### src/rbc_pkg.sv
// Shared constants, register map and state codes of the reset and boot pin control block
package rbc_pkg;

	// Register byte offsets on the APB
	localparam logic [11:0] OFS_CTRL = 12'h000;
	localparam logic [11:0] OFS_STATUS = 12'h004;
	localparam logic [11:0] OFS_INT_STAT = 12'h008;
	localparam logic [11:0] OFS_INT_MASK = 12'h00c;

	// Control register fields
	localparam int CTRL_BIDIR = 0;

	// Status register fields
	localparam int ST_CAUSE_HW = 0;
	localparam int ST_HW_LONG = 1;
	localparam int ST_CAUSE_SW = 2;
	localparam int ST_CAUSE_WDT = 3;
	localparam int ST_INIT_DONE = 4;
	localparam int ST_BOOT_EXT = 5;
	localparam int ST_BOOT_LDR = 6;
	localparam int ST_OSC_WDT = 7;
	localparam int ST_PWR_DOWN = 8;
	localparam int ST_NMI_LEVEL = 9;
	localparam int ST_W = 10;

	// Interrupt status and mask fields
	localparam int INT_NMI = 0;
	localparam int INT_RST_DONE = 1;
	localparam int INT_PD_ENTER = 2;
	localparam int INT_PD_REFUSE = 3;
	localparam int INT_W = 4;

	// Boot loader select bit within the low byte of the bus port
	localparam int BOOT_LDR_BIT = 4;

	// Reset values
	localparam logic CTRL_BIDIR_RST = 1'b0;
	localparam logic [INT_W-1:0] INT_MASK_RST = 4'h0;
	localparam logic [INT_W-1:0] INT_STAT_RST = 4'h0;
	localparam logic RST_IND_RST = 1'b0;
	localparam logic NMI_IDLE_RST = 1'b1;

	// Timing
	localparam int CLK_PERIOD_NS = 50;
	localparam int MIN_RST_NS = 100;
	localparam int MIN_RST_CYC = (MIN_RST_NS + CLK_PERIOD_NS - 1) / CLK_PERIOD_NS;
	localparam int GUARD_CYC = 3;
	localparam int SEQ_CYCLES_DEF = 1024;

	// Reset sequencer states
	typedef enum logic [3:0] {
		SQ_RUN = 4'b0001,
		SQ_HOLD = 4'b0010,
		SQ_SEQ = 4'b0100,
		SQ_GUARD = 4'b1000
	} rbc_seq_state_t;

endpackage

### src/rbc_seq_if.sv
// Signals between the top level and the reset sequencer
`timescale 1ns/1ns
`default_nettype none
interface rbc_seq_if;
	logic pin_low;
	logic sw_req;
	logic wdt_req;
	logic bidir_en;
	logic start;
	logic done;
	logic in_reset;
	logic pull_pin;
	logic bidir_act;
	logic cause_hw;
	logic hw_long;
	logic cause_sw;
	logic cause_wdt;

	modport seq (
		input pin_low, sw_req, wdt_req, bidir_en,
		output start, done, in_reset, pull_pin, bidir_act,
		output cause_hw, hw_long, cause_sw, cause_wdt
	);
	modport top (
		output pin_low, sw_req, wdt_req, bidir_en,
		input start, done, in_reset, pull_pin, bidir_act,
		input cause_hw, hw_long, cause_sw, cause_wdt
	);
endinterface
`default_nettype wire

### src/rbc_sync.sv
// Two-flop synchroniser for a group of pin inputs
`timescale 1ns/1ns
`default_nettype none
module rbc_sync #(
	parameter int W = 1,
	parameter logic [W-1:0] RST_VAL = '0
) (
	// Clock and reset
	input wire logic pclk,
	input wire logic presetn,
	// Asynchronous pins and their synchronised copy
	input wire logic [W-1:0] d,
	output logic [W-1:0] q
);
	logic [W-1:0] meta_r;
	logic [W-1:0] q_r;

	// First stage feeds only the second stage
	always_ff @(posedge pclk or negedge presetn) begin
		if (!presetn) begin
			meta_r <= RST_VAL;
			q_r <= RST_VAL;
		end else begin
			meta_r <= d;
			q_r <= meta_r;
		end
	end

	assign q = q_r;
endmodule
`default_nettype wire

### src/rbc_seq.sv
// Internal reset sequencer: cause capture, pin pull and stretching
`timescale 1ns/1ns
`default_nettype none
module rbc_seq import rbc_pkg::*; #(
	parameter int SEQ_CYCLES = SEQ_CYCLES_DEF
) (
	// Clock and reset
	input wire logic pclk,
	input wire logic presetn,
	// Link to the top level
	rbc_seq_if.seq sq
);
	localparam int CW = $clog2(SEQ_CYCLES + 1);
	localparam logic [CW-1:0] SEQ_LAST = CW'(SEQ_CYCLES - 1);
	localparam logic [CW-1:0] SEQ_FULL = CW'(SEQ_CYCLES);
	localparam logic [CW-1:0] MIN_LAST = CW'(MIN_RST_CYC - 1);
	localparam logic [CW-1:0] GUARD_LAST = CW'(GUARD_CYC - 1);

	rbc_seq_state_t state_r, state_nxt;
	logic [CW-1:0] cnt_r, cnt_nxt;
	logic start_nxt, done_nxt;
	logic start_r, done_r, in_reset_r, pull_r, bidir_act_r;
	logic cause_hw_r, hw_long_r, cause_sw_r, cause_wdt_r;
	wire hw_req;
	wire [CW-1:0] cnt_sat;
	wire act_now;

	// Pin must be seen low for the least recognition time
	assign hw_req = sq.pin_low && (cnt_r >= MIN_LAST);
	assign cnt_sat = (cnt_r == SEQ_FULL) ? cnt_r : cnt_r + 1'b1;
	// Mode of the reset now starting, or of the one running
	assign act_now = start_nxt ? sq.bidir_en : bidir_act_r;

	// Next state; pin level is ignored while we pull it ourselves
	always_comb begin
		state_nxt = state_r;
		cnt_nxt = cnt_r;
		start_nxt = 1'b0;
		done_nxt = 1'b0;
		case (state_r)
			SQ_RUN: begin
				cnt_nxt = sq.pin_low ? cnt_sat : '0;
				if (hw_req) begin
					start_nxt = 1'b1;
					state_nxt = sq.bidir_en ? SQ_SEQ : SQ_HOLD;
					if (sq.bidir_en) begin
						cnt_nxt = '0;
					end
				end else if (sq.sw_req || sq.wdt_req) begin
					start_nxt = 1'b1;
					state_nxt = SQ_SEQ;
					cnt_nxt = '0;
				end
			end
			SQ_HOLD: begin
				if (sq.pin_low) begin
					cnt_nxt = cnt_sat;
				end else begin
					done_nxt = 1'b1;
					state_nxt = SQ_RUN;
					cnt_nxt = '0;
				end
			end
			SQ_SEQ: begin
				cnt_nxt = cnt_r + 1'b1;
				if (cnt_r == SEQ_LAST) begin
					cnt_nxt = '0;
					if (bidir_act_r) begin
						state_nxt = SQ_GUARD;
					end else begin
						done_nxt = 1'b1;
						state_nxt = SQ_RUN;
					end
				end
			end
			SQ_GUARD: begin
				// Wait out synchroniser latency after releasing the line
				cnt_nxt = cnt_r + 1'b1;
				if (cnt_r == GUARD_LAST) begin
					cnt_nxt = '0;
					if (sq.pin_low) begin
						state_nxt = SQ_HOLD;
					end else begin
						done_nxt = 1'b1;
						state_nxt = SQ_RUN;
					end
				end
			end
			default: begin
				state_nxt = SQ_RUN;
				cnt_nxt = '0;
			end
		endcase
	end

	// Power-on acts as a long hardware reset with a full sequence
	always_ff @(posedge pclk or negedge presetn) begin
		if (!presetn) begin
			state_r <= SQ_SEQ;
			cnt_r <= '0;
			start_r <= 1'b0;
			done_r <= 1'b0;
			in_reset_r <= 1'b1;
			pull_r <= 1'b0;
			bidir_act_r <= 1'b0;
		end else begin
			state_r <= state_nxt;
			cnt_r <= cnt_nxt;
			start_r <= start_nxt;
			done_r <= done_nxt;
			in_reset_r <= (state_nxt != SQ_RUN);
			pull_r <= (state_nxt == SQ_SEQ) && act_now;
			bidir_act_r <= act_now;
		end
	end

	// Cause flags; bidirectional mode always reports a long hardware reset
	always_ff @(posedge pclk or negedge presetn) begin
		if (!presetn) begin
			cause_hw_r <= 1'b1;
			hw_long_r <= 1'b1;
			cause_sw_r <= 1'b0;
			cause_wdt_r <= 1'b0;
		end else if (start_nxt) begin
			cause_hw_r <= hw_req || sq.bidir_en;
			hw_long_r <= sq.bidir_en;
			cause_sw_r <= !sq.bidir_en && !hw_req && sq.sw_req;
			cause_wdt_r <= !sq.bidir_en && !hw_req && !sq.sw_req && sq.wdt_req;
		end else if (state_r == SQ_HOLD && !sq.pin_low && !bidir_act_r) begin
			hw_long_r <= (cnt_r >= SEQ_LAST);
		end
	end

	assign sq.start = start_r;
	assign sq.done = done_r;
	assign sq.in_reset = in_reset_r;
	assign sq.pull_pin = pull_r;
	assign sq.bidir_act = bidir_act_r;
	assign sq.cause_hw = cause_hw_r;
	assign sq.hw_long = hw_long_r;
	assign sq.cause_sw = cause_sw_r;
	assign sq.cause_wdt = cause_wdt_r;
endmodule
`default_nettype wire

### src/rbc_top.sv
// Reset and boot pin control: reset pin, indication, NMI, boot strap sampling, APB registers
`timescale 1ns/1ns
`default_nettype none
// Notes on behaviour
// A reset request pin held low while the oscillator runs puts the device into reset.
// The outside source holds the request low at least 100 ns plus two clock periods.
// In bidirectional mode the device pulls the request line low for the whole sequence.
// The reset indication output is low from any reset until end of init executes.
// A falling edge on the NMI input raises a trap to the CPU.
// Power-down is entered only if NMI is low when the instruction runs, else nothing; a refused request here sets the refusal interrupt flag.
// External-access select low at reset boots externally, high boots internally.
// The oscillator watchdog is on while its enable pin is high or open, off when low.
// The bidirectional enable is writable only before end of init and cleared by reset.
// In bidirectional mode the cause flags always report a long hardware reset.
// In bidirectional mode the bus port strap is sampled and bit 4 low starts the loader.
// In bidirectional mode a short hardware request is stretched to the full sequence.
// Outside drivers of the request line must be open drain in bidirectional mode.
// The outside source should hold reset about 1 ms for strap settling and clock lock.
// The sequence length is one parameter shared by line pulling and stretching.
module rbc_top import rbc_pkg::*; #(
	parameter int SEQ_CYCLES = SEQ_CYCLES_DEF,
	parameter int AW = 12
) (
	// Clock and reset
	input wire logic pclk,
	input wire logic presetn,
	// APB slave
	input wire logic psel,
	input wire logic penable,
	input wire logic pwrite,
	input wire logic [AW-1:0] paddr,
	input wire logic [31:0] pwdata,
	output logic [31:0] prdata,
	output logic pready,
	output logic pslverr,
	// Reset request pin, open drain
	input wire logic reset_request_pin_i,
	output logic reset_request_pin_o,
	output logic reset_request_pin_oe,
	output logic reset_indication_out,
	// Strap and interrupt pins
	input wire logic nmi_pin_i,
	input wire logic external_access_select_i,
	input wire logic osc_watchdog_enable_pin_i,
	input wire logic [7:0] multiplexed_bus_port_low_i,
	// CPU side requests
	input wire logic oscillator_running,
	input wire logic end_of_init_instruction,
	input wire logic power_down_instruction,
	input wire logic sw_reset_req,
	input wire logic wdt_reset_req,
	// CPU side results
	output logic core_reset_n,
	output logic nmi_trap,
	output logic power_down_mode,
	output logic boot_from_external,
	output logic boot_loader_active,
	output logic osc_watchdog_en,
	output logic irq
);
	localparam int SW = 12;
	localparam logic [SW-1:0] SYNC_RST = 12'hf00;

	// Decode an address into a one-hot register select
	function automatic logic [3:0] reg_sel(input logic [AW-1:0] a);
		logic [3:0] s;
		s = 4'h0;
		if (a[1:0] == 2'b00) begin
			s[0] = (a == AW'(OFS_CTRL));
			s[1] = (a == AW'(OFS_STATUS));
			s[2] = (a == AW'(OFS_INT_STAT));
			s[3] = (a == AW'(OFS_INT_MASK));
		end
		return s;
	endfunction

	rbc_seq_if sq ();

	// Pin synchronisation
	wire [SW-1:0] sync_q;
	wire rst_s;
	wire nmi_s;
	wire ea_s;
	wire owe_s;
	wire [7:0] port_s;

	// Idle levels: pull-ups hold request, NMI, select and enable high
	// A pin pulse shorter than two clocks may be missed, hence the minimum hold
	rbc_sync #(
		.W(SW),
		.RST_VAL(SYNC_RST)
	) u_sync (
		.pclk(pclk),
		.presetn(presetn),
		.d({reset_request_pin_i, nmi_pin_i, external_access_select_i,
			osc_watchdog_enable_pin_i, multiplexed_bus_port_low_i}),
		.q(sync_q)
	);

	assign rst_s = sync_q[11];
	assign nmi_s = sync_q[10];
	assign ea_s = sync_q[9];
	assign owe_s = sync_q[8];
	assign port_s = sync_q[7:0];

	// Reset sequencer
	rbc_seq #(
		.SEQ_CYCLES(SEQ_CYCLES)
	) u_seq (
		.pclk(pclk),
		.presetn(presetn),
		.sq(sq)
	);

	// Request only counts while the oscillator runs
	assign sq.pin_low = !rst_s && oscillator_running;
	assign sq.sw_req = sw_reset_req;
	assign sq.wdt_req = wdt_reset_req;

	// Registers
	logic bidir_en_r, init_done_r, rst_ind_r;
	logic core_rst_n_r, pin_oe_r, pin_o_r;
	logic nmi_d_r, nmi_trap_r, pd_r;
	logic boot_ext_r, boot_ldr_r, owe_r, irq_r;
	logic [INT_W-1:0] int_stat_r, int_mask_r;
	logic [31:0] prdata_r;
	logic pready_r, pslverr_r;

	assign sq.bidir_en = bidir_en_r;

	// APB decode; the answer comes one cycle into the access phase
	wire [3:0] sel;
	wire acc;
	wire wr_go;
	wire unmapped;
	assign sel = reg_sel(paddr);
	assign acc = psel && penable && !pready_r;
	assign wr_go = psel && penable && pready_r && pwrite;
	assign unmapped = (sel == 4'h0);

	// Per-register strobes; misaligned addresses select nothing and answer an error
	wire ctrl_wr;
	wire stat_clr_wr;
	wire mask_wr;
	wire rd_go;
	assign ctrl_wr = wr_go && sel[0] && !init_done_r;
	assign stat_clr_wr = wr_go && sel[2];
	assign mask_wr = wr_go && sel[3];
	assign rd_go = acc && !pwrite;

	// CPU events, ignored while the core is held in reset
	wire end_of_init_instruction_go;
	wire nmi_fall;
	wire pd_req;
	wire pd_enter;
	wire pd_refuse;
	wire nmi_ev;
	assign end_of_init_instruction_go = end_of_init_instruction && !sq.in_reset;
	assign nmi_fall = nmi_d_r && !nmi_s;
	// Taken from the synchronised level, so a trap lags the pin by three clocks
	assign nmi_ev = nmi_fall && !sq.in_reset;
	assign pd_req = power_down_instruction && !sq.in_reset;
	assign pd_enter = pd_req && !nmi_s;
	assign pd_refuse = pd_req && nmi_s;

	// Interrupt status: set beats a simultaneous write-one clear
	wire [INT_W-1:0] int_ev;
	wire [INT_W-1:0] int_clr;
	assign int_ev = {pd_refuse, pd_enter, sq.done, nmi_ev};
	assign int_clr = stat_clr_wr ? pwdata[INT_W-1:0] : '0;

	// Status word
	// Cause flags come straight from the sequencer and change at a reset start; the long flag also updates when a held pin is released
	wire [ST_W-1:0] status;
	assign status = {nmi_s, pd_r, owe_r, boot_ldr_r, boot_ext_r, init_done_r,
		sq.cause_wdt, sq.cause_sw, sq.hw_long, sq.cause_hw};

	// Read mux; reserved bits read zero
	wire [31:0] rd_mux;
	assign rd_mux = sel[0] ? {31'h0, bidir_en_r} :
		sel[1] ? {22'h0, status} :
		sel[2] ? {28'h0, int_stat_r} :
		sel[3] ? {28'h0, int_mask_r} : 32'h0;

	// Bidirectional enable: locked after end of init, cleared by any reset
	// A reset start beats a write in the same cycle, so the bit always comes up clear
	always_ff @(posedge pclk or negedge presetn) begin
		if (!presetn) begin
			bidir_en_r <= CTRL_BIDIR_RST;
		end else if (sq.start) begin
			bidir_en_r <= 1'b0;
		end else if (ctrl_wr) begin
			bidir_en_r <= pwdata[CTRL_BIDIR];
		end
	end

	// End of init tracking and the reset indication pin
	always_ff @(posedge pclk or negedge presetn) begin
		if (!presetn) begin
			init_done_r <= 1'b0;
			rst_ind_r <= RST_IND_RST;
		end else if (sq.start || sq.in_reset) begin
			init_done_r <= 1'b0;
			rst_ind_r <= 1'b0;
		end else if (end_of_init_instruction_go) begin
			init_done_r <= 1'b1;
			rst_ind_r <= 1'b1;
		end
	end

	// Core reset and open-drain pull of the request line
	// Both lag the sequencer by one clock, so core reset and the pull start together
	always_ff @(posedge pclk or negedge presetn) begin
		if (!presetn) begin
			core_rst_n_r <= 1'b0;
			pin_oe_r <= 1'b0;
			pin_o_r <= 1'b0;
		end else begin
			core_rst_n_r <= !sq.in_reset;
			pin_oe_r <= sq.pull_pin;
			pin_o_r <= 1'b0;
		end
	end

	// NMI edge and power-down; only a new reset leaves power-down
	always_ff @(posedge pclk or negedge presetn) begin
		if (!presetn) begin
			nmi_d_r <= NMI_IDLE_RST;
			nmi_trap_r <= 1'b0;
			pd_r <= 1'b0;
		end else begin
			nmi_d_r <= nmi_s;
			nmi_trap_r <= nmi_ev;
			if (sq.start) begin
				pd_r <= 1'b0;
			end else if (pd_enter) begin
				pd_r <= 1'b1;
			end
		end
	end

	// Boot straps are taken as the sequence ends, the watchdog enable every clock; software resets skip the loader outside bidirectional mode
	// Straps must be steady two clocks before the sequence ends to be seen
	always_ff @(posedge pclk or negedge presetn) begin
		if (!presetn) begin
			boot_ext_r <= 1'b0;
			boot_ldr_r <= 1'b0;
			owe_r <= 1'b1;
		end else begin
			owe_r <= owe_s;
			if (sq.done) begin
				boot_ext_r <= !ea_s;
				boot_ldr_r <= sq.cause_hw && !port_s[BOOT_LDR_BIT];
			end
		end
	end

	// Interrupt status, mask and output
	// The output is a level one clock behind the status; clearing the bit drops it
	always_ff @(posedge pclk or negedge presetn) begin
		if (!presetn) begin
			int_stat_r <= INT_STAT_RST;
			int_mask_r <= INT_MASK_RST;
			irq_r <= 1'b0;
		end else begin
			int_stat_r <= (int_stat_r & ~int_clr) | int_ev;
			if (mask_wr) begin
				int_mask_r <= pwdata[INT_W-1:0];
			end
			irq_r <= |(int_stat_r & int_mask_r);
		end
	end

	// APB answer; error for unmapped or misaligned addresses
	// Exactly one wait state; read data is zero outside the answer cycle
	always_ff @(posedge pclk or negedge presetn) begin
		if (!presetn) begin
			pready_r <= 1'b0;
			pslverr_r <= 1'b0;
			prdata_r <= 32'h0;
		end else begin
			pready_r <= acc;
			pslverr_r <= acc && unmapped;
			prdata_r <= rd_go ? rd_mux : 32'h0;
		end
	end

	// Outputs
	assign prdata = prdata_r;
	assign pready = pready_r;
	assign pslverr = pslverr_r;
	// Pins
	assign reset_request_pin_o = pin_o_r;
	assign reset_request_pin_oe = pin_oe_r;
	assign reset_indication_out = rst_ind_r;
	// CPU side
	assign core_reset_n = core_rst_n_r;
	assign nmi_trap = nmi_trap_r;
	assign power_down_mode = pd_r;
	assign boot_from_external = boot_ext_r;
	assign boot_loader_active = boot_ldr_r;
	assign osc_watchdog_en = owe_r;
	assign irq = irq_r;
endmodule
`default_nettype wire

### config.mk
export PLATFORM = sky130hd
export DESIGN_NAME = rbc_top
export DESIGN_NICKNAME = d
export VERILOG_FILES = /design/src/rbc_pkg.sv /design/src/rbc_seq_if.sv /design/src/rbc_sync.sv /design/src/rbc_seq.sv /design/src/rbc_top.sv
export SDC_FILE = /design/constraint.sdc
export NUM_CORES = 1
export LEC_CHECK = 0
export ABC_AREA = 1
export CORE_MARGIN = 3
export CORE_UTILIZATION = 55
export DETAILED_ROUTE_END_ITERATION = 8
export DONT_BUFFER_PORTS = 1
export GPL_TIMING_DRIVEN = 0
export PLACE_DENSITY = 0.7
export SYNTH_ARGS = -nofsm -noshare
export SYNTH_HDL_FRONTEND = slang
export SYNTH_SLANG_ARGS = --single-unit
### constraint.sdc
create_clock -name pclk -period 5 [get_ports pclk]
set_clock_uncertainty 0.15 [all_clocks]
set_input_delay 1 -clock pclk [delete_from_list [all_inputs] [get_ports pclk]]
set_output_delay 1 -clock pclk [all_outputs]
set_load 0.02 [all_outputs]
After elaboration in Yosys (flattened, before gate mapping)
Index checks and enable logic that the tools add are counted.

Flip-flop bits (word level): 79. Input bits: 66.

Add/subtract/negate cells: 1. Magnitude comparators: 2. Equal/unequal tests: 12. Multiplexer cells: 41. Bitwise operators: 4. Reductions and logical operators: 50.

Operators by type and width (count): two-way mux 11 bit (7); one-hot mux 11 bit (4 select lines) (1); two-way mux 4 bit (10); two-way mux 10 bit (3); logical AND 1 bit (26); == test 12 x 4 -> 1 bit, second input constant (2); two-way mux 1 bit (16); one-hot mux 4 bit (4 select lines) (1); zero test 1 bit (13); == test 12 x 3 -> 1 bit, second input constant (1); zero test 12 bit (1); adder 11 x 1 -> 11 bit, second input constant (1); == test 11 x 10 -> 1 bit, second input constant (1); == test 11 bit, second input constant (1); == test 11 x 2 -> 1 bit, second input constant (1); greater-or-equal comparator 11 x 1 -> 1 bit, second input constant (1); greater-or-equal comparator 11 x 10 -> 1 bit, second input constant (1); bitwise AND 4 bit (2); == test 4 x 3 -> 1 bit, second input constant (2); nonzero test 2 bit (4); == test 4 x 1 -> 1 bit, second input constant (1); == test 4 x 2 -> 1 bit, second input constant (1); == test 4 bit, second input constant (1); zero test 4 bit (1); 9 further kinds (11).

Depth between registers and ports, before layout
Word-level depth: 8. Depth in mapped cells: 13. Mapped depth without buffers: 13.

Cells and area by module
From an unflattened synthesis, not the netlist that was laid out.

Cells, all modules: 458. Area, all modules: 3844.9 sq um.

By module, submodules not included: rbc_seq (instances 1, cells each 239, area each 1670.4 sq um, sequential area each 605.6 sq um); rbc_top (instances 1, cells each 195, area each 1564.0 sq um, sequential area each 778.2 sq um); rbc_sync (instances 1, cells each 24, area each 610.6 sq um, sequential area each 610.6 sq um).

Worst setup path before layout
Ideal clock, no wire load.

Kind: input to register. From: in paddr[1]. To: reg prdata_r[1] (netlist: prdata[1]). Library setup time: 124 ps. Data arrival time: 1842 ps. Data required time: 4726 ps. Slack: 2884 ps. Stages: 7. Path buffers: 0. Cell sequence: or2_4 nor3_1 nand2_1 nand2_2 inv_1 o21ai_0 a21oi_1.

Cells in the longest elaborated chain, start to end: 7. Elaborated cells on any way between the ends: 11.

Ends and longest elaborated chain: start: declaration (line rbc_top.sv:31) `input wire logic [AW-1:0] paddr,`; == test 12 x 4 -> 1 bit or zero test 2 bit (tied branches) (line rbc_top.sv:72, rbc_top.sv:68); two-way mux 4 bit * (line rbc_top.sv:68) `if (a[1:0] == 2'b00) begin`; two-way mux 4 bit (line rbc_top.sv:183) `sel[3] ? {28'h0, int_mask_r} : 32'h0;`; two-way mux 4 bit (line rbc_top.sv:182) `sel[2] ? {28'h0, int_stat_r} :`; two-way mux 10 bit (line rbc_top.sv:181) `sel[1] ? {22'h0, status} :`; two-way mux 10 bit * (line rbc_top.sv:180) `assign rd_mux = sel[0] ? {31'h0, bidir_en_r} :`; two-way mux 10 bit * (line rbc_top.sv:284) `prdata_r <= rd_go ? rd_mux : 32'h0;`; end signal: assignment (line rbc_top.sv:284); end: declaration (line rbc_top.sv:126) `logic [31:0] prdata_r;`.

Every way passes the cells marked *; elsewhere a longest branch is shown, timed or not. A chain may end at the register's enable or synchronous reset.

Final worst setup path
From: reg owe_r (netlist: osc_watchdog_en). To: out osc_watchdog_en.

RTL lines: start: declaration (line rbc_top.sv:124) `logic boot_ext_r, boot_ldr_r, owe_r, irq_r;`; start signal: assignment (line rbc_top.sv:250) `owe_r <= owe_s;`; end: declaration (line rbc_top.sv:58) `output logic osc_watchdog_en,`.

No word-level cell between the ends.

==> summary.txt <==
Cells and area
  – Filler cell count: 506
  – ANT cells: 0
  – Multi-input gate area: 1500 um2
  – Fin area: 3830 um2
  – Flip-flop and latch area: about 1600 um2
  – P&R area growth vs syn: 10.7%
  – Layout cells sized above 1: 18.8%
  – Fin cells: roughly 530
  – Final #Nets: 518

Synth
  – Primary FF master, synth: dfrtp_1
  – Commonest cells post-synth: 84 x nand2_1, 51 x dfrtp_1, 49 x inv_1
  – Most common cell in the netlist: nand2_1
  – Synthesized cell area: 3460 um2
  – Synth top area share: a little under two fifths
  – Mean Syn Cell Area: 8.35 um2
  – Flop and latch count out of synthesis: 65
  – Leading area contributor after synthesis: dfrtp_1
  – Seq/Total Area, Yosys: a little under half
  – Post-synth EDFFs: 0
  – Top area cells in the synthesized netlist: dfrtp_1 37%, dfstp_2 11%, nand2_1 9.1%, inv_1 5.3%, nand3_1 5.2%
  – Ys Warns: 0
  – Post-synthesis async set-or-reset flop share: 100%
  – Post-Synthesis Cells: 415
  – Post-synth cell types: 38

Global route
  – Pin count of the biggest net entering global routing: 66
  – Overflow after GRT: 0
  – Tot GR Track Use: 21.7%
  – Antenna violations before repair: 0
  – GR Util met1: 28.7%
  – GR met2 Demand/Resource: 34.7%
  – Grt peak-use layer: met2
  – Met3 Use GR: between 5 and 6%
  – First-pass GRT wire length: 12.4 mm
  – Vias in the first global route: 2663

Timing
  – F_max: 480 MHz
  – Final min period: 2.08 ns
  – Fin crit share: 41.6%
  – RSZ-0062 raised after global routing: false
  – Setup TNS: 0 ns
  – Final Hold Fails: 0
  – Final setup violating endpoints: 0
  – Min Hold Slack: about 0.19 ns
  – Final Slew Violations: 0

Detailed routing
  – Pre-Repair DR Iteration Count: 4
  – Drt total wl: about 7.3 mm
  – Routed wire per std cell: between 10 and 15 um
  – Vias per std cell: a little over 5
  – DRC Markers: 0
  – Detail Route Antenna Nets: 0
  – Via count: 2741
  – DR iter-0 viols: 195

Setup path
  – Worst EP required: 3.85 ns
  – FF-to-FF Start: u_seq.cnt_r[1]$_DFF_PN0_
  – Critical path class: reg -> out
  – Critical Path AT: 0.93 ns
  – Critical path endpoint category: output port
  – FF-to-FF path depth: 11
  – Worst-path fanout max: 2
  – CP Launch Point: osc_watchdog_en$_DFF_PN1_
  – Worst path depth: 0
  – CP startpoint kind: register

Pwr
  – Maximum vdd ir drop: 0.206 mV
  – PD cells: between 300 and 400 nW/um2
  – Lkg Pwr: 1.92 nW
  – Total power after layout: 1.42 mW

CTS
  – Worst-path clk slew: 0.08 ns
  – Number of cells upsized or downsized after cts: 0
  – Clk Latency, worst-skew pair: 0.34 ns
  – Clock sinks: 65
  – H-tree levels: 3
  – CTS max path bufs: 2
  – TritonCTS clock tree: done
  – Hold_buf cts: 0
  – Num CTS Buffers: 9
  – Post-CTS Setup Bufs: 0
  – Clock root buffer: clkbuf_8

Floorplan
  – Die Y: around 85 um
  – Die width: 85.4 um
  – I/O Pins: 110
  – Starting Density: 57.5%
  – DIE AREA: 7290 um2
  – Core Area: 6030 um2
  – Row cnt: 28

Outcome
  – Outcome: complete, no violations

Place
  – Placed cell area: 3640 um2
  – Placed cells: a little over 500
  – GP Congestion: about 0.9
  – Post-DP HPWL: between 5 and 6 mm
  – IO buf count: 0

Flow run
  – Max-cap viol count: 0

Min path
  – Min-Delay Path Class: in -> async
## power by group
| group | internal [mW] | switching [mW] | total, mW |
|---|---|---|---|
| registers | 0.609 | 0.0729 | 0.682 |
| logic | 0.0997 | 0.199 | 0.298 |
| clock network | 0.232 | 0.209 | 0.441 |
## layout by cell type (no fill, tap or decap), types with 8 or more instances in the layout
master    instances
buf_4            24
clkbuf_8          9
conb_1           23
dfrtp_1          51
dfstp_2          14
inv_1            49
nand2_1          84
nand2_2           8
nand3_1          36
nand4_1          22
nor2_1           45
o21ai_0          15
## kinds of logic after synthesis
kind of cell / synth area share, %
AND/OR/NAND/NOR: 31.9
adder cells (fa/ha/maj): 1.45
AO/OA/AOI/OAI: 6.94
buffers and inverters: 11.7
flip-flops: 47.5
XOR/XNOR: 0.506
other: 0.108
## area by class of cell
type,instances,share of cell area (%)
Buffer,28,5.35
Clock buffer,10,3.33
Clock inverter,6,1.73
Inverter,53,5.19
Multi-Input combinational cell,291,39.1
Sequential cell,65,42.9
Tap cell,75,2.45
## registers in the layout, summed over array words and instances (netlist names), 4 cells and up
| register | cells |
|---|---|
| u_seq.state_r | 4 |
| u_seq.cnt_r | 11 |
| u_sync.q | 5 |
| int_mask_r | 4 |
| u_sync.meta_r | 5 |
| prdata | 10 |
| int_stat_r | 4 |
## per-stage QoR
stage / utilization, % / worst slack (ns)
floorplan: - / 2.88
global placement: 60.4 / 2.70
detailed placement: 60.4 / 2.67
CTS: 63.6 / 2.90
global route: 63.6 / 2.89
finish: 63.6 / 2.92
## layer usage
layer | part of all wire, % | wire length (um) | vias up
met5 | 0 | 0 | -
met4 | 1.5 | 107 | 0
met3 | 6.9 | 506 | 11
met2 | 46 | 3370 | 81
met1 | 46 | 3360 | 1269
li1 | - | - | 1380
## final timing paths
check / end / slack (ns)
min in group pclk: reset_request_pin_oe$_DFF_PN0_ / 0.20
worst min-delay path: irq$_DFF_PN0_ / 0.19
max in group asynchronous: u_sync.q[11]$_DFF_PN1_ / 4.30
worst max register to register: u_seq.sq.cause_hw$_DFFE_PN1P_ / 3.13
worst max-delay path: osc_watchdog_en / 2.92
worst min register to register: reset_request_pin_oe$_DFF_PN0_ / 0.20
Power figures use the tool's default switching activity.
